### src/logic/mcd_pkg.sv
// Shared constants and types for the control, literal and table instruction decoder
package mcd_pkg;
   // Program word and address widths (8 + 12 address bits in two-word jumps)
   localparam int PC_W = 20;
   localparam int IW_W = 16;

   // Opcode prefixes and patterns
   localparam logic [4:0]  PFX_COND_BR  = 5'h1C;    // 1110 0ccc
   localparam logic [4:0]  PFX_RJUMP    = 5'h1A;    // 1101 0
   localparam logic [4:0]  PFX_RELATIVE_SUBROUTINE_JUMP    = 5'h1B;    // 1101 1
   localparam logic [6:0]  PFX_CALL     = 7'h76;    // 1110 110s
   localparam logic [7:0]  PFX_AJUMP    = 8'hEF;    // 1110 1111
   localparam logic [7:0]  PFX_PTR_LD   = 8'hEE;    // 1110 1110
   localparam logic [3:0]  PFX_SECOND   = 4'hF;     // 1111 operand word
   localparam logic [7:0]  LIT_ADD      = 8'h0F;
   localparam logic [7:0]  LIT_SUB      = 8'h08;
   localparam logic [7:0]  LIT_AND      = 8'h0B;
   localparam logic [7:0]  LIT_OR       = 8'h09;
   localparam logic [7:0]  LIT_XOR      = 8'h0A;
   localparam logic [7:0]  LIT_LOAD     = 8'h0E;
   localparam logic [7:0]  LIT_MUL      = 8'h0D;
   localparam logic [7:0]  LIT_RETURN   = 8'h0C;
   localparam logic [11:0] PFX_BANK_LD  = 12'h010;  // 0000 0001 0000 kkkk
   localparam logic [15:0] OPC_STANDBY  = 16'h0003;
   localparam logic [15:0] OPC_WDT_CLR  = 16'h0004;
   localparam logic [15:0] OPC_PUSH     = 16'h0005;
   localparam logic [15:0] OPC_POP      = 16'h0006;
   localparam logic [14:0] PFX_INT_RET  = 15'h0008;  // 0000 0000 0001 000s
   localparam logic [14:0] PFX_SUB_RET  = 15'h0009;  // 0000 0000 0001 001s
   localparam logic [13:0] PFX_TBL_RD   = 14'h0002;  // 0000 0000 0000 10mm
   localparam logic [13:0] PFX_TBL_WR   = 14'h0003;  // 0000 0000 0000 11mm
   localparam logic [1:0]  PTR_SEL_ZERO = 2'h0;      // Upper ff bits must be 00

   // Cycle counts
   localparam logic [2:0] CYC_ONE     = 3'h1;
   localparam logic [2:0] CYC_TWO     = 3'h2;
   localparam logic [2:0] CYC_TW_LONG = 3'h5;

   // Register map (byte addresses on Wishbone)
   localparam logic [3:0]  REG_CTRL    = 4'h0;
   localparam logic [3:0]  REG_STATUS  = 4'h4;
   localparam logic [3:0]  REG_COUNT   = 4'h8;
   localparam logic [3:0]  REG_LAST    = 4'hC;
   localparam logic [2:0]  CTRL_RESET  = 3'h1;
   localparam int          CTRL_EN     = 0;
   localparam int          CTRL_PRESC  = 1;
   localparam int          CTRL_TW_INT = 2;

   // ALU status flags, also used as update masks
   typedef struct packed {
      logic carry;
      logic half_carry;
      logic zero;
      logic arith_wrap;
      logic negative;
   } mcd_flags_t;

   localparam mcd_flags_t FLG_NONE  = 5'h00;
   localparam mcd_flags_t FLG_ARITH = 5'h1F;
   localparam mcd_flags_t FLG_LOGIC = 5'h05;

   typedef enum logic [4:0] {
      K_NOP, K_BRANCH, K_RJUMP, K_RELATIVE_SUBROUTINE_JUMP, K_CALL, K_AJUMP, K_PUSH, K_POP,
      K_INT_RET, K_SUB_RET, K_LIT_RET, K_STANDBY, K_WDT_CLR, K_ADD, K_SUB,
      K_AND, K_OR, K_XOR, K_LOAD, K_MUL, K_BANK, K_PTR_LD, K_TBL_RD, K_TBL_WR,
      K_OTHER
   } mcd_kind_t;

   typedef enum logic [1:0] {S_FIRST, S_SECOND, S_FLUSH} mcd_mode_t;

   // One decoded instruction for the datapath
   typedef struct packed {
      logic            valid;
      mcd_kind_t       kind;
      logic [15:0]     word;
      logic [7:0]      literal;
      logic [11:0]     lit12;
      logic [1:0]      ptr_sel;
      logic [1:0]      tbl_mode;
      logic            shadow;
      logic [PC_W-1:0] target;
      logic            pc_load;
      mcd_flags_t      flag_upd;
      logic            sleep_flags_upd;
      logic            int_en_upd;
      logic [2:0]      cycles;
      logic            flush_slot;
   } mcd_dec_t;
endpackage

### src/logic/mcd_decoder.sv
// Control, literal and table instruction decoder with Wishbone status and control
// How it works
// - 1110 0ccc words are conditional branches
// - Taken or jumping ops flush one NOP slot
// - Stray 1111 words decode as no-operation
// - Absolute and relative subroutine jumps, two cycles
// - Absolute and relative unconditional jumps
// - Push and pop return stack, no flags
// - Interrupt return updates enables; plain return
// - Literal return loads working register, two cycles
// - Standby and watchdog clear update sleep flags
// - Literal add and subtract update arithmetic flags
// - Literal logic ops update zero, negative only
// - Literal load and multiply change no flags
// - Bank literal load into low nibble
// - Two-word 12-bit pointer literal load
// - Table read with four pointer modes
// - Table write, four modes, two or five
// - Started internal table write never aborted
// - Port read-modify-write uses sampled pin levels
// - Timer-zero write clears assigned prescaler
//
// Design decisions made here: the register addresses and the Wishbone register port.
`timescale 1ns/1ns
module mcd_decoder (
   input  wire logic                   clk_i,
   input  wire logic                   rst_i,
   input  wire logic                   fetch_valid_i,
   input  wire logic [15:0]            fetch_word_i,
   input  wire logic [mcd_pkg::PC_W-1:0] fetch_pc_i,
   output logic                        fetch_ready_o,
   input  wire mcd_pkg::mcd_flags_t    alu_flags_i,
   output mcd_pkg::mcd_dec_t           dec_o,
   input  wire logic [7:0]             port_pins_i,
   input  wire logic                   rmw_port_i,
   output logic [7:0]                  port_operand_o,
   output logic                        use_pins_o,
   input  wire logic                   timer_write_i,
   output logic                        presc_clear_o,
   input  wire logic                   tbl_mem_write_i,
   input  wire logic                   tbl_write_done_i,
   output logic                        tbl_write_busy_o,
   input  wire logic                   wb_cyc_i,
   input  wire logic                   wb_stb_i,
   input  wire logic                   wb_we_i,
   input  wire logic [3:0]             wb_adr_i,
   input  wire logic [3:0]             wb_sel_i,
   input  wire logic [31:0]            wb_dat_i,
   output logic [31:0]                 wb_dat_o,
   output logic                        wb_ack_o
);
   localparam int PC_W = mcd_pkg::PC_W;

   typedef struct packed {
      mcd_pkg::mcd_mode_t mode;
      logic [15:0]        first_word;
      logic [PC_W-1:0]    first_pc;
      mcd_pkg::mcd_dec_t  dec;
      logic [2:0]         ctrl;
      logic [7:0]         pins_meta;
      logic [7:0]         pins_sync;
      logic [7:0]         port_operand;
      logic               use_pins;
      logic               presc_clear;
      logic               tw_busy;
      logic               fetch_ready;
      logic [15:0]        count;
      logic               wb_ack;
      logic [31:0]        wb_dat;
   } mcd_state_t;

   mcd_state_t s;
   mcd_state_t next_s;

   // Condition test: ccc[2:1] picks the flag, ccc[0] inverts it
   function automatic logic cond_true(input logic [2:0] cc, input mcd_pkg::mcd_flags_t f);
      logic flag;
      flag = 1'b0;
      case (cc[2:1])
         2'h0:    flag = f.zero;
         2'h1:    flag = f.carry;
         2'h2:    flag = f.arith_wrap;
         2'h3:    flag = f.negative;
         default: flag = 1'b0;
      endcase
      return flag ^ cc[0];
   endfunction

   // Single-word decode; two-word heads are finished in the second slot
   function automatic mcd_pkg::mcd_dec_t decode_one(input logic [15:0] w,
                                                    input logic [PC_W-1:0] pc,
                                                    input mcd_pkg::mcd_flags_t f,
                                                    input logic tw_long);
      mcd_pkg::mcd_dec_t d;
      logic [PC_W-1:0]   pc_next;
      d = '0;
      pc_next = pc + PC_W'(1);
      d.valid = 1'b1;
      d.word = w;
      d.literal = w[7:0];
      d.kind = mcd_pkg::K_OTHER;
      d.cycles = mcd_pkg::CYC_ONE;
      d.flag_upd = mcd_pkg::FLG_NONE;
      if (w[15:11] == mcd_pkg::PFX_COND_BR) begin
         d.kind = mcd_pkg::K_BRANCH;
         d.target = pc_next + {{(PC_W-8){w[7]}}, w[7:0]};
         d.pc_load = cond_true(w[10:8], f);
         d.cycles = d.pc_load ? mcd_pkg::CYC_TWO : mcd_pkg::CYC_ONE;
      end else if (w[15:11] == mcd_pkg::PFX_RJUMP || w[15:11] == mcd_pkg::PFX_RELATIVE_SUBROUTINE_JUMP) begin
         d.kind = w[11] ? mcd_pkg::K_RELATIVE_SUBROUTINE_JUMP : mcd_pkg::K_RJUMP;
         d.target = pc_next + {{(PC_W-11){w[10]}}, w[10:0]};
         d.pc_load = 1'b1;
         d.cycles = mcd_pkg::CYC_TWO;
      end else if (w[15:12] == mcd_pkg::PFX_SECOND) begin
         d.kind = mcd_pkg::K_NOP;
      end else if (w[15:2] == mcd_pkg::PFX_TBL_RD || w[15:2] == mcd_pkg::PFX_TBL_WR) begin
         d.kind = w[2] ? mcd_pkg::K_TBL_WR : mcd_pkg::K_TBL_RD;
         d.tbl_mode = w[1:0];
         d.cycles = (w[2] && tw_long) ? mcd_pkg::CYC_TW_LONG : mcd_pkg::CYC_TWO;
      end else if (w[15:1] == mcd_pkg::PFX_INT_RET || w[15:1] == mcd_pkg::PFX_SUB_RET) begin
         d.kind = w[1] ? mcd_pkg::K_SUB_RET : mcd_pkg::K_INT_RET;
         d.shadow = w[0];
         d.int_en_upd = ~w[1];
         d.pc_load = 1'b1;
         d.cycles = mcd_pkg::CYC_TWO;
      end else if (w[15:4] == mcd_pkg::PFX_BANK_LD) begin
         d.kind = mcd_pkg::K_BANK;
         d.literal = {4'h0, w[3:0]};
      end else if (w == mcd_pkg::OPC_PUSH || w == mcd_pkg::OPC_POP) begin
         d.kind = w[1] ? mcd_pkg::K_POP : mcd_pkg::K_PUSH;
      end else if (w == mcd_pkg::OPC_STANDBY || w == mcd_pkg::OPC_WDT_CLR) begin
         d.kind = w[2] ? mcd_pkg::K_WDT_CLR : mcd_pkg::K_STANDBY;
         d.sleep_flags_upd = 1'b1;
      end else begin
         case (w[15:8])
            mcd_pkg::LIT_ADD: begin
               d.kind = mcd_pkg::K_ADD;
               d.flag_upd = mcd_pkg::FLG_ARITH;
            end
            mcd_pkg::LIT_SUB: begin
               d.kind = mcd_pkg::K_SUB;
               d.flag_upd = mcd_pkg::FLG_ARITH;
            end
            mcd_pkg::LIT_AND: begin
               d.kind = mcd_pkg::K_AND;
               d.flag_upd = mcd_pkg::FLG_LOGIC;
            end
            mcd_pkg::LIT_OR: begin
               d.kind = mcd_pkg::K_OR;
               d.flag_upd = mcd_pkg::FLG_LOGIC;
            end
            mcd_pkg::LIT_XOR: begin
               d.kind = mcd_pkg::K_XOR;
               d.flag_upd = mcd_pkg::FLG_LOGIC;
            end
            mcd_pkg::LIT_LOAD: d.kind = mcd_pkg::K_LOAD;
            mcd_pkg::LIT_MUL:  d.kind = mcd_pkg::K_MUL;
            mcd_pkg::LIT_RETURN: begin
               d.kind = mcd_pkg::K_LIT_RET;
               d.pc_load = 1'b1;
               d.cycles = mcd_pkg::CYC_TWO;
            end
            default: d.kind = (w == '0) ? mcd_pkg::K_NOP : mcd_pkg::K_OTHER;
         endcase
      end
      return d;
   endfunction

   // Two-word heads wait for their operand word
   function automatic logic is_head(input logic [15:0] w);
      return w[15:9] == mcd_pkg::PFX_CALL || w[15:8] == mcd_pkg::PFX_AJUMP ||
             (w[15:8] == mcd_pkg::PFX_PTR_LD && w[7:6] == mcd_pkg::PTR_SEL_ZERO);
   endfunction

   logic accept;
   logic wb_req;
   assign accept = fetch_valid_i && s.fetch_ready;
   assign wb_req = wb_cyc_i && wb_stb_i && !s.wb_ack;

   // Next-state logic for decode, side effects and register bus
   always_comb begin
      next_s = s;
      next_s.dec.valid = 1'b0;
      next_s.presc_clear = 1'b0;
      next_s.wb_ack = 1'b0;
      // Two flops before anything looks at the pins
      next_s.pins_meta = port_pins_i;
      next_s.pins_sync = s.pins_meta;
      next_s.use_pins = rmw_port_i;
      if (rmw_port_i) begin
         next_s.port_operand = s.pins_sync;
      end
      // Prescaler only cleared when software says it is assigned to timer zero
      next_s.presc_clear = timer_write_i && s.ctrl[mcd_pkg::CTRL_PRESC];
      // Start wins over done; nothing else ends a running write
      if (tbl_mem_write_i) begin
         next_s.tw_busy = 1'b1;
      end else if (tbl_write_done_i) begin
         next_s.tw_busy = 1'b0;
      end
      if (accept) begin
         next_s.count = s.count + 16'h0001;
         case (s.mode)
            mcd_pkg::S_FIRST: begin
               if (is_head(fetch_word_i)) begin
                  next_s.mode = mcd_pkg::S_SECOND;
                  next_s.first_word = fetch_word_i;
                  next_s.first_pc = fetch_pc_i;
               end else begin
                  next_s.dec = decode_one(fetch_word_i, fetch_pc_i, alu_flags_i,
                                          s.ctrl[mcd_pkg::CTRL_TW_INT]);
                  next_s.mode = next_s.dec.pc_load ? mcd_pkg::S_FLUSH : mcd_pkg::S_FIRST;
               end
            end
            mcd_pkg::S_SECOND: begin
               if (fetch_word_i[15:12] == mcd_pkg::PFX_SECOND) begin
                  next_s.dec = '0;
                  next_s.dec.valid = 1'b1;
                  next_s.dec.word = s.first_word;
                  next_s.dec.cycles = mcd_pkg::CYC_TWO;
                  next_s.dec.flag_upd = mcd_pkg::FLG_NONE;
                  if (s.first_word[15:8] == mcd_pkg::PFX_PTR_LD) begin
                     next_s.dec.kind = mcd_pkg::K_PTR_LD;
                     next_s.dec.ptr_sel = s.first_word[5:4];
                     next_s.dec.lit12 = {s.first_word[3:0], fetch_word_i[7:0]};
                     next_s.mode = mcd_pkg::S_FIRST;
                  end else begin
                     // Operand word supplies the upper 12 address bits
                     next_s.dec.kind = (s.first_word[15:8] == mcd_pkg::PFX_AJUMP) ?
                                       mcd_pkg::K_AJUMP : mcd_pkg::K_CALL;
                     next_s.dec.shadow = s.first_word[8];
                     next_s.dec.target = {fetch_word_i[11:0], s.first_word[7:0]};
                     next_s.dec.pc_load = 1'b1;
                     next_s.mode = mcd_pkg::S_FLUSH;
                  end
               end else begin
                  // Orphan head: dropped, this word decodes on its own
                  next_s.dec = decode_one(fetch_word_i, fetch_pc_i, alu_flags_i,
                                          s.ctrl[mcd_pkg::CTRL_TW_INT]);
                  next_s.mode = next_s.dec.pc_load ? mcd_pkg::S_FLUSH : mcd_pkg::S_FIRST;
               end
            end
            mcd_pkg::S_FLUSH: begin
               // Prefetched word after a jump runs as a no-operation
               next_s.dec = '0;
               next_s.dec.valid = 1'b1;
               next_s.dec.kind = mcd_pkg::K_NOP;
               next_s.dec.word = fetch_word_i;
               next_s.dec.cycles = mcd_pkg::CYC_ONE;
               next_s.dec.flush_slot = 1'b1;
               next_s.mode = mcd_pkg::S_FIRST;
            end
            default: next_s.mode = mcd_pkg::S_FIRST;
         endcase
      end
      // Fetch stalls while an internal table write runs
      next_s.fetch_ready = next_s.ctrl[mcd_pkg::CTRL_EN] && !next_s.tw_busy;
      // Wishbone slave: one wait state, unmapped reads zero, writes ignored
      if (wb_req) begin
         next_s.wb_ack = 1'b1;
         next_s.wb_dat = 32'h0000_0000;
         case (wb_adr_i)
            mcd_pkg::REG_CTRL: begin
               if (wb_we_i && wb_sel_i[0]) begin
                  next_s.ctrl = wb_dat_i[2:0];
                  next_s.fetch_ready = wb_dat_i[mcd_pkg::CTRL_EN] && !next_s.tw_busy;
               end
               next_s.wb_dat = {29'h0, s.ctrl};
            end
            mcd_pkg::REG_STATUS: next_s.wb_dat = {29'h0, s.tw_busy, s.mode};
            mcd_pkg::REG_COUNT:  next_s.wb_dat = {16'h0000, s.count};
            mcd_pkg::REG_LAST:   next_s.wb_dat = {16'h0000, s.dec.word};
            default:             next_s.wb_dat = 32'h0000_0000;
         endcase
      end
   end

   // State register
   always_ff @(posedge clk_i) begin
      if (rst_i) begin
         s <= '0;
         s.mode <= mcd_pkg::S_FIRST;
         s.ctrl <= mcd_pkg::CTRL_RESET;
         s.fetch_ready <= 1'b1;
      end else begin
         s <= next_s;
      end
   end

   assign fetch_ready_o    = s.fetch_ready;
   assign dec_o            = s.dec;
   assign port_operand_o   = s.port_operand;
   assign use_pins_o       = s.use_pins;
   assign presc_clear_o    = s.presc_clear;
   assign tbl_write_busy_o = s.tw_busy;
   assign wb_dat_o         = s.wb_dat;
   assign wb_ack_o         = s.wb_ack;
endmodule

### config.mk
export PLATFORM = sky130hd
export DESIGN_NAME = mcd_decoder
export DESIGN_NICKNAME = d
export VERILOG_FILES = /design/src/logic/mcd_pkg.sv /design/src/logic/mcd_decoder.sv
export SDC_FILE = /design/constraint.sdc
export NUM_CORES = 1
export LEC_CHECK = 0
export BUFFER_PORTS_ARGS = -buffer_cell sky130_fd_sc_hd__buf_2
export CORE_MARGIN = 10
export CORE_UTILIZATION = 45
export DETAILED_ROUTE_END_ITERATION = 16
export GPL_TIMING_DRIVEN = 0
export HOLD_SLACK_MARGIN = 0.02
export PLACE_DENSITY = 0.72
export SLEW_MARGIN = 5
export SYNTH_ARGS = -nofsm -noshare
export SYNTH_HDL_FRONTEND = slang
export SYNTH_SLANG_ARGS = --single-unit
### constraint.sdc
create_clock -name clk_i -period 4.4 [get_ports clk_i]
set_input_delay 0.88 -clock clk_i [delete_from_list [all_inputs] [get_ports clk_i]]
set_output_delay 0.88 -clock clk_i [all_outputs]
set_load 0.005 [all_outputs]
# Word-level counts from Yosys, hierarchy flattened
# Index checks and enable logic that the tools add are counted.
word_totals:
  inputBits: 99
  reg_bits: 177
  wordCells: 205
classes:
  n_mux: 100
  add_sub_neg: 4
  eq_ne: 35
  n_reduce_logical: 30
  bitwise_logic: 4
ops:
  columns: ["cell", "count"]
  rows:
  - ["$pmux W79 S3", 1]
  - ["$mux W21", 8]
  - ["$mux W79", 1]
  - ["$mux W78", 1]
  - ["$mux W8", 9]
  - ["$eq A8 B4 Y1 const B", 8]
  - ["$pmux W16 S4", 1]
  - ["$mux W5", 12]
  - ["$eq A16 B3 Y1 const B", 3]
  - ["$mux W7", 6]
  - ["$add A20 B20 Y20", 2]
  - ["$pmux W5 S8", 1]
  - ["$mux W3", 13]
  - ["$mux W33", 1]
  - ["$eq A8 B8 Y1 const B", 4]
  - ["$eq A15 B4 Y1 const B", 2]
  - ["$eq A14 B2 Y1 const B", 2]
  - ["$mux W1", 25]
  - ["$mux W2", 12]
  - ["$mux W22", 1]
  - ["$add A20 B1 Y20 const B", 1]
  - ["$mux W20", 1]
  - ["$add A16 B1 Y16 const B", 1]
  - ["$eq A16 B2 Y1 const B", 1]
  - ["26 further kinds", 56]

# Logic depth before layout (Yosys ltp)
# Gate-level depths: netlist (run 1).
logic_depth:
  ltp_word: 17
  mapped_depth: 16
  depth_no_buf: 15

# Least setup slack after synthesis (run 1)
# OpenSTA, ideal clock, no wires.
synth_timing:
  path_kind: "input to register"
  start: "in fetch_pc_i[0] (netlist name)"
  end: "reg s, in the netlist dec_o[30]"
  t_required_ns: 4.321
  path_slack_ns: 0.906
  arrival_time_ns: 3.415
  setup_ns: 0.079
  cell_stages: 15
  cell_sequence: "ha_1 > inv_1 > nor2_1 > nand4_1 > nor2_1 > nand3_1 > xnor2_1 > ha_1 > clkbuf_1 > a21oi_1 > o21ai_0 > a221oi_2 > mux2i_1 > a22oi_1 > o211ai_1"
synth_via:
  elab_chain_len: 9
  word_cells_on_any_way: 15
  cone_classes: "add/sub (3); mux (12)"
synth_rtl:
  columns: ["item", "line", "source"]
  rows:
  - ["start: declaration", "mcd_decoder.sv:30", "input wire logic [mcd_pkg::PC_W-1:0] fetch_pc_i,"]
  - ["$add A20 B1 Y20 *", "mcd_decoder.sv:97", "pc_next = pc + PC_W'(1);"]
  - ["$add A20 B20 Y20", "mcd_decoder.sv:111", "d.target = pc_next + {{(PC_W-11){w[10]}}, w[10:0]};"]
  - ["$mux W20", "mcd_decoder.sv:109", "end else if (w[15:11] == mcd_pkg::PFX_RJUMP || w[15:11] == mcd_pkg::PFX_RELATIVE_SUBROUTINE_JUMP) begin"]
  - ["$mux W21", "mcd_decoder.sv:104", "if (w[15:11] == mcd_pkg::PFX_COND_BR) begin"]
  - ["$mux W21, on equally long branches", "mcd_decoder.sv:216, mcd_decoder.sv:205", null]
  - ["$mux W21", "mcd_decoder.sv:203", "case (s.mode)"]
  - ["$mux W21", "mcd_decoder.sv:201", "if (accept) begin"]
  - ["$mux W78 or $mux W79 (tied branches)", "mcd_decoder.sv:216, mcd_decoder.sv:205", null]
  - ["$pmux W79 S3 *", "mcd_decoder.sv:203", null]
  - ["end signal: assignment", "mcd_decoder.sv:286", "s <= next_s;"]
  - ["end: declaration", "mcd_decoder.sv:72", "mcd_state_t s;"]
# Mark *: on every way between the ends. The rest lies on a longest branch, timed or not. The select of a mux whose other input is x is not followed.
# A chain may end at the register's enable or synchronous reset.

# Final worst setup path (run 1)
layout_timing:
  start: "in fetch_pc_i[0] (netlist name)"
  end: "reg s, in the netlist dec_o[28]"
# The elaborated chain is that of the path after synthesis.

==> results of run 1 <==
-- synthesized netlist by cell type (all sizes together) (20+ instances only) --
master    n
nand2   106
buf     136
a221oi   20
nor2    152
mux2i    20
dfxtp   158
a21oi    79
xnor2    27
a22oi    50
clkbuf   52
xor2     32
nor2b    23
nand3    27
nor3     22
ha       41
o21ai    38
-- cell usage in the layout, fill, tap and decap left out, types with 20 or more instances in the layout --
cell and count:
nand3_1 27, clkbuf_1 52, xnor2_1 27, a22oi_1 50
a21oi_1 79, nor3_1 21, buf_2 180, mux2i_1 20
xor2_1 32, nand2_1 106, buf_4 123, nor2b_1 22
o21ai_0 35, dfxtp_1 158, nor2_1 150, ha_1 41
-- kinds of logic after synthesis --
| logic type | share of synthesized area [%] |
|---|---|
| other cells | 0.0390 |
| xor+xnor | 5.37 |
| buf+inv | 12.7 |
| compound gates | 20.7 |
| mux | 2.32 |
| simple gates | 20.3 |
| flops | 32.9 |
| fa+ha+maj | 5.54 |
-- registers in the layout (all words and copies together) (netlist names), 8 cells and up --
| register | count |
|---|---|
| port_operand_o | 8 |
| s | 45 |
| dec_o | 76 |
| wb_dat_o | 16 |
| next_s | 8 |
-- metrics by stage --
stage | setup slack [ns] | std cells | area (um^2)
after floorplan | 0.906 | 1197 | 9670
after global placement | 0.233 | 1641 | 10900
after detailed placement | 0.221 | 1641 | 10900
after CTS | 0.641 | 1673 | 11400
after global routing | 0.317 | 1673 | 11400
final | 0.640 | 1673 | 11400
-- critical path, delay by kind of cell --
kind | cells | cell delay, ns
AOI/OAI and AO/OA | 6 | 1.72
adders and majority gates | 2 | 0.54
buffers and inverters | 2 | 0.16
xor gates and xnor gates | 2 | 0.35
and+or+nand+nor | 2 | 0.44
-- report_power, final --
part / internal (W) / switching (W) / total, W
sequential: 0.00147 / 0.0000280 / 0.00150
combinational: 0.000273 / 0.000397 / 0.000670
clock: 0.000759 / 0.000691 / 0.00145
total: 0.00250 / 0.00112 / 0.00362
-- final cells by class --
type                    instances  share of cell area, %
flip-flops and latches        158                   27.6
well taps                     275                   3.01
clock buffers                  17                   3.72
clock inverters                15                   1.40
inverters                      12                  0.393
repair buffers                169                   7.39
multi-input cells             839                   46.2
plain buffers                 188                   10.3
-- how the worst max path moves through the flow --
stage	start	cells after the start	to
floorplan	fetch_pc_i[0]	15	dec_o[30]
global placement	fetch_pc_i[0]	14	dec_o[28]
detailed placement	fetch_pc_i[0]	16	dec_o[30]
CTS	fetch_pc_i[0]	16	dec_o[30]
global route	fetch_pc_i[0]	16	dec_o[30]
finish	fetch_pc_i[0]	14	dec_o[28]
-- per-layer routing --
metal  vias to the layer above  part of all wire [%]  wire length [um]
met5                         -                     0                 0
met4                         0                   2.3               718
met3                        54                   8.4              2660
met2                       422                    46             14400
met1                      4359                    44             13800
li1                       4494                     -                 -
==> impl_metrics.yaml, run 1 <==
global_routing:
  grtUsageMet2_pct: 35.3
  grt_pass1_vias: 9047
  grt_usage_pct: 21.9
  use_met3_pct: 5.16
  gr-total-overflow: 0
  grt_first_pass_wirelength_mm: 49.5
  grt_use_met1_pct: 28.0
  gr-max-usage-layer: "met2"
  grt_max_degree: 19
  antenna_found_initial: 0
clocking:
  clock_sinks: 158
  cts_buffers: 17
  cts_tree: "built"
  clk-insertion-delay-late_ns: 0.44
  cts_root_buf: "clkbuf_16"
  htree_levels: 4
  post_cts_resized: 0
  clk_pin_slew_ns: 0.07
  cts_setup_buffers: 0
  hold_buffers: 0
  cts_max_path_buffers: 2
timing:
  min_period_ns: 3.76
  slew_viol_final: 0
  min_period_over_period_pct: 85.5
  final_hold_viol_count: 0
  hold_ws_ns: 0.440
  setup_viol: 0
  fin_skew_ns: 0.00786
  worst_slew_pin_slew_ns: 1.02
  slew-limit-headroom_pct: 31.6
  rsz0062_at_grt: "no"
  max_freq_mhz: 266
  tns_ns: 0
power:
  powerDensity_mw_per_mm2: 316
  leakage_nw: 5.14
  total_power_w: 0.00362
  ir_drop_v: 0.000184
routing:
  viasPerCell: 5.58
  wl_per_cell_um: 18.9
  wirelength_mm: 31.6
  drtPass1Iterations: 6
  dr.first_iter.drc_count: 640
  num_vias: 9329
  drcViolationCount: 0
  final_antenna_net_count: 0
placement:
  dpl.hpwl_mm: 24.6
  place.gp.congestion: 0.960
  port_buffers: 169
critical_path:
  regToRegSetupSlack_ns: 1.20
  crit_required_ns: 4.73
  path_max_fanout: 4
  worstSetupStartpointType: "input port"
  slowest_stage: "a211oi_2"
  worstPathCellList: "buf_2, ha_1, inv_1, nor2_1, xor2_1, ha_1, o21a_1, and3_1, a211oi_2, o31a_1, xnor2_1, a211oi_1, o21ai_0, a31o_2"
  crit_type: "in2reg"
  end_kind: "register"
  cpPeakStageDelay_ns: 0.43
  r2r_cells: 10
  rr_endpoint: "dec_o[40]"
  cp_common_cell: "ha_1"
  worstReg2RegStart: "s[195]"
  worstPathArrival_ns: 4.09
synthesis:
  yosysUniqueCellTypes: 79
  synth_top_area_share_pct: 32.9
  async_reset_ff_share_pct: 0
  synth_edf_count: 0
  synth-seq-cells: 158
  synth_area_leader_cell: "dfxtp_1"
  syn_avg_cell_area_um2: 8.14
  yosys_warnings: 0
  synth.cell_area_mm2: 0.00962
  synthTopCellsByArea: "dfxtp_1, buf_4, nor2_1"
  synth_cells: 1182
  synth_ff_type: "dfxtp_1"
  ys_seq_area_share_pct: 32.9
worst_hold_path:
  hold_start: "next_s[64]"
  whs_path_depth: 1
  min_to: "s[64]"
  hp-class: "reg2reg"
layout:
  drive_above_1_share_pct: 25.7
  insertedDiodeCount: 0
  regArea_mm2: 0.00316
  layout.nets: 1526
  fin_util_pct: 54.5
  fillCellCount: 2012
  area_delta_synth_final_pct: 19.0
  multi_input_area_mm2: 0.00529
status:
  status: "completed"
flow_run:
  drv_cap: 0
floorplan:
  core_area_mm2: 0.0210
  die_h_um: 166
  ios: 223
  rows: 53
  start_util_pct: 45.8
  die_area_mm2: 0.0276
  die_x_um: 166
Power figures use the tool's default switching activity.
==> run 2, diff against run 1 <==
Settings changed: ABC_AREA set to 1, PLACE_DENSITY 0.72 to 0.71, SLEW_MARGIN 5 to unset.
==> run 2 against run 1 <==
Power rose by 4.0%. Design area rose by 8.3%. Via count rose by 20%. Sequential share of layout area is 2.1 points lower. Wire length increased by 19%. Flip-flop and latch count stayed put. Non-clock buffer count fell by 14. Synthesized cell count is 36% higher. First-iteration DRC count is 120% higher. Critical path depth rose by 9. Clock skew is 0.0072 ns higher. Global-route usage is 2.3 points higher. Critical path type unchanged. Largest cell class unchanged. Largest power group is now clock.
==> impl_metrics.yaml, run 2 <==
routing:
  viasPerCell: 5.25
  wirelength_mm: 37.6
  drcViolationCount: 0
  wl_per_cell_um: 17.6
  dr.first_iter.drc_count: 1405
  num_vias: 11200
  final_antenna_net_count: 0
  drtPass1Iterations: 6
clocking:
  cts_tree: "built"
  htree_levels: 4
  cts_max_path_buffers: 2
  clock_sinks: 158
  cts_root_buf: "clkbuf_16"
  clk-insertion-delay-late_ns: 0.42
  cts_setup_buffers: 0
  cts_buffers: 17
  clk_pin_slew_ns: 0.07
global_routing:
  antenna_found_initial: 0
  grt_max_degree: 17
  grt_pass1_vias: 10500
  grt_usage_pct: 24.2
  gr-total-overflow: 0
  grt_first_pass_wirelength_mm: 58.6
synthesis:
  yosysMostFrequentCell: "nand2_1"
  synth_top_area_share_pct: 30.2
  syn_avg_cell_area_um2: 6.53
  yosys_warnings: 0
  muxShareOfSynthArea_pct: 0
  yosys.area_share.adder_pct: 5.09
  synthSimpleGateAreaFrac_pct: 29.1
  synth-seq-cells: 158
  synth_top_family_by_area: "simple AND/OR/NAND/NOR gates"
  synthTopCellsByArea: "dfxtp_1, nand2_1, a21oi_1"
  synth_edf_count: 0
  ys_top_cells_by_count: "nand2_1, a21oi_1, dfxtp_1"
  synth_compound_area_share_pct: 17.1
  async_reset_ff_share_pct: 0
  synth_cells: 1604
  synth_area_leader_cell: "dfxtp_1"
  synth.cell_area_mm2: 0.0105
  synthXorXnorAreaFrac_pct: 1.67
  synth_ff_type: "dfxtp_1"
  ys_seq_area_share_pct: 30.2
  yosysUniqueCellTypes: 45
critical_path:
  critical-path-top-delay-family: "simple AND/OR/NAND/NOR gates"
  r2r_cells: 9
  crit_required_ns: 4.68
  worstPathCellList: "buf_2, ha_1, nand2_1, nor2_1, nand3_1, nor2_1, nand2_1, nor3b_2, a21oi_1, a21oi_1, ha_1, nand2_1, nor3_1, and2_1, nand3_1, nand3_1, nand3_1, nand2_1, nand2_1, nand2_1, nand2_1, nand2_1, a21oi_1"
  worstSetupStartpointType: "input port"
  regToRegSetupSlack_ns: 1.63
  end_kind: "register"
  cp.depth: 23
  crit_end: "dec_o[31]"
  worstReg2RegStart: "s[195]"
  path_buf_inv: 1
  cp_common_cell: "nand2_1"
  crit_type: "in2reg"
  cp-startpoint: "fetch_pc_i[0]"
  cpPeakStageDelay_ns: 0.35
  rr_endpoint: "dec_o[4]"
  path_max_fanout: 7
  slowest_stage: "a21oi_1"
  worstPathArrival_ns: 4.37
layout:
  largest_register_ffs: 76
  layout_commonest_cell: "nand2_1"
  drive_above_1_share_pct: 20.5
  stdcell_count: 2136
  insertedDiodeCount: 0
  regArea_mm2: 0.00316
  area_delta_synth_final_pct: 18.4
  fillCellCount: 2341
  layout.nets: 1951
  multi_input_area_mm2: 0.00561
  most-common-layout-cells: "nand2_1, buf_2, a21oi_1"
floorplan:
  die_x_um: 173
  core_area_mm2: 0.0228
  ios: 223
  start_util_pct: 46.0
  die_area_mm2: 0.0298
  die_h_um: 173
  rows: 55
timing:
  setup_viol: 0
  worst_slew_pin_slew_ns: 0.843
  slew_viol_final: 0
  final_hold_viol_count: 0
  min_period_over_period_pct: 92.9
  slew-limit-headroom_pct: 43.1
  fin_skew_ns: 0.0151
  min_period_ns: 4.09
  max_freq_mhz: 245
  rsz0062_at_grt: "no"
  hold_ws_ns: 0.396
power:
  ir_drop_v: 0.000266
  leakage_nw: 5.81
  total_power_w: 0.00377
  powerDensity_mw_per_mm2: 304
placement:
  place.gp.congestion: 0.995
  dp.cells: 2104
  dpl.hpwl_mm: 30.5
  port_buffers: 172
status:
  status: "completed"
worst_hold_path:
  hp-class: "reg2reg"
flow_run:
  drv_cap: 0
## run 2: changes by cell type after synthesis, sizes merged, moves of 23 or more
cell / change
nand2: +258
inv: +155
a21oi: +106
nand3: +86
a22oi: -50
o21ai: +49
clkbuf: -24
nor2b: -23
## run 2: where the power goes
part	switching, W	internal (W)	total, W
sequential	0.0000223	0.00147	0.00149
clock	0.000671	0.000892	0.00156
combinational	0.000466	0.000246	0.000712
## run 2: area by class of cell
type,instances,share of cell area (%)
multi-input combinational,1119,45.2
sequential,158,25.5
timing repair buffer,172,6.94
inverter,171,5.18
buffer,171,9.05
clock buffer,19,3.65
tap,313,3.16
clock inverter,13,1.33
## run 2: worst min-delay path by stage
stage	from	to	slack (ns)	depth (start not counted)
global placement	next_s[65]	s[65]	0.39	2
detailed placement	next_s[66]	s[66]	0.39	2
CTS	next_s[66]	s[66]	0.40	2
global route	next_s[66]	s[66]	0.41	2
floorplan	next_s[61]	s[61]	0.39	2
finish	next_s[66]	s[66]	0.40	2
## run 2: per-layer routing
layer  vias to the layer above  GRT usage (%)  part of all wire, %  routed length, um
met4                         0           4.20                 0.94                353
met3                        34           5.95                  9.4               3540
met1                      5135           34.8                   48              18100
li1                       5562              -                    -                  -
met5                         -              0                    0                  0
met2                       483           36.0                   42              15700
## run 2: through the flow
stage	setup slack, ns	TNS (ns)	instance area (um^2)	utilization [%]
6_report	0.313	0	12400	54.5
5_1_grt	0.0301	0	12400	54.5
2_1_floorplan	0.723	0	10500	-
3_3_place_gp	-0.147	-0.147	11800	51.7
4_1_cts	0.204	0	12400	54.4
3_5_place_dp	-0.239	-0.239	11800	51.7
## run 2: what timing repair did
item,4_1_cts,5_1_grt
resized for setup,0,1
setup endpoints to repair,0,1
hold buffers,0,0
## run 2: tightest hold or removal path, stage by stage, from the launching register on
cell	delay, ns
dfxtp_1	0.30
inv_1	0.04
nor2_1	0.03
## run 2: kinds of logic (layout without fill, tap and decap cells)
family | Yosys count | count (layout)
compound gates | 330 | 330
xor+xnor | 20 | 20
fa+ha+maj | 42 | 42
buf+inv | 342 | 546
flops | 158 | 158
other cells | 1 | 16
simple gates | 711 | 711
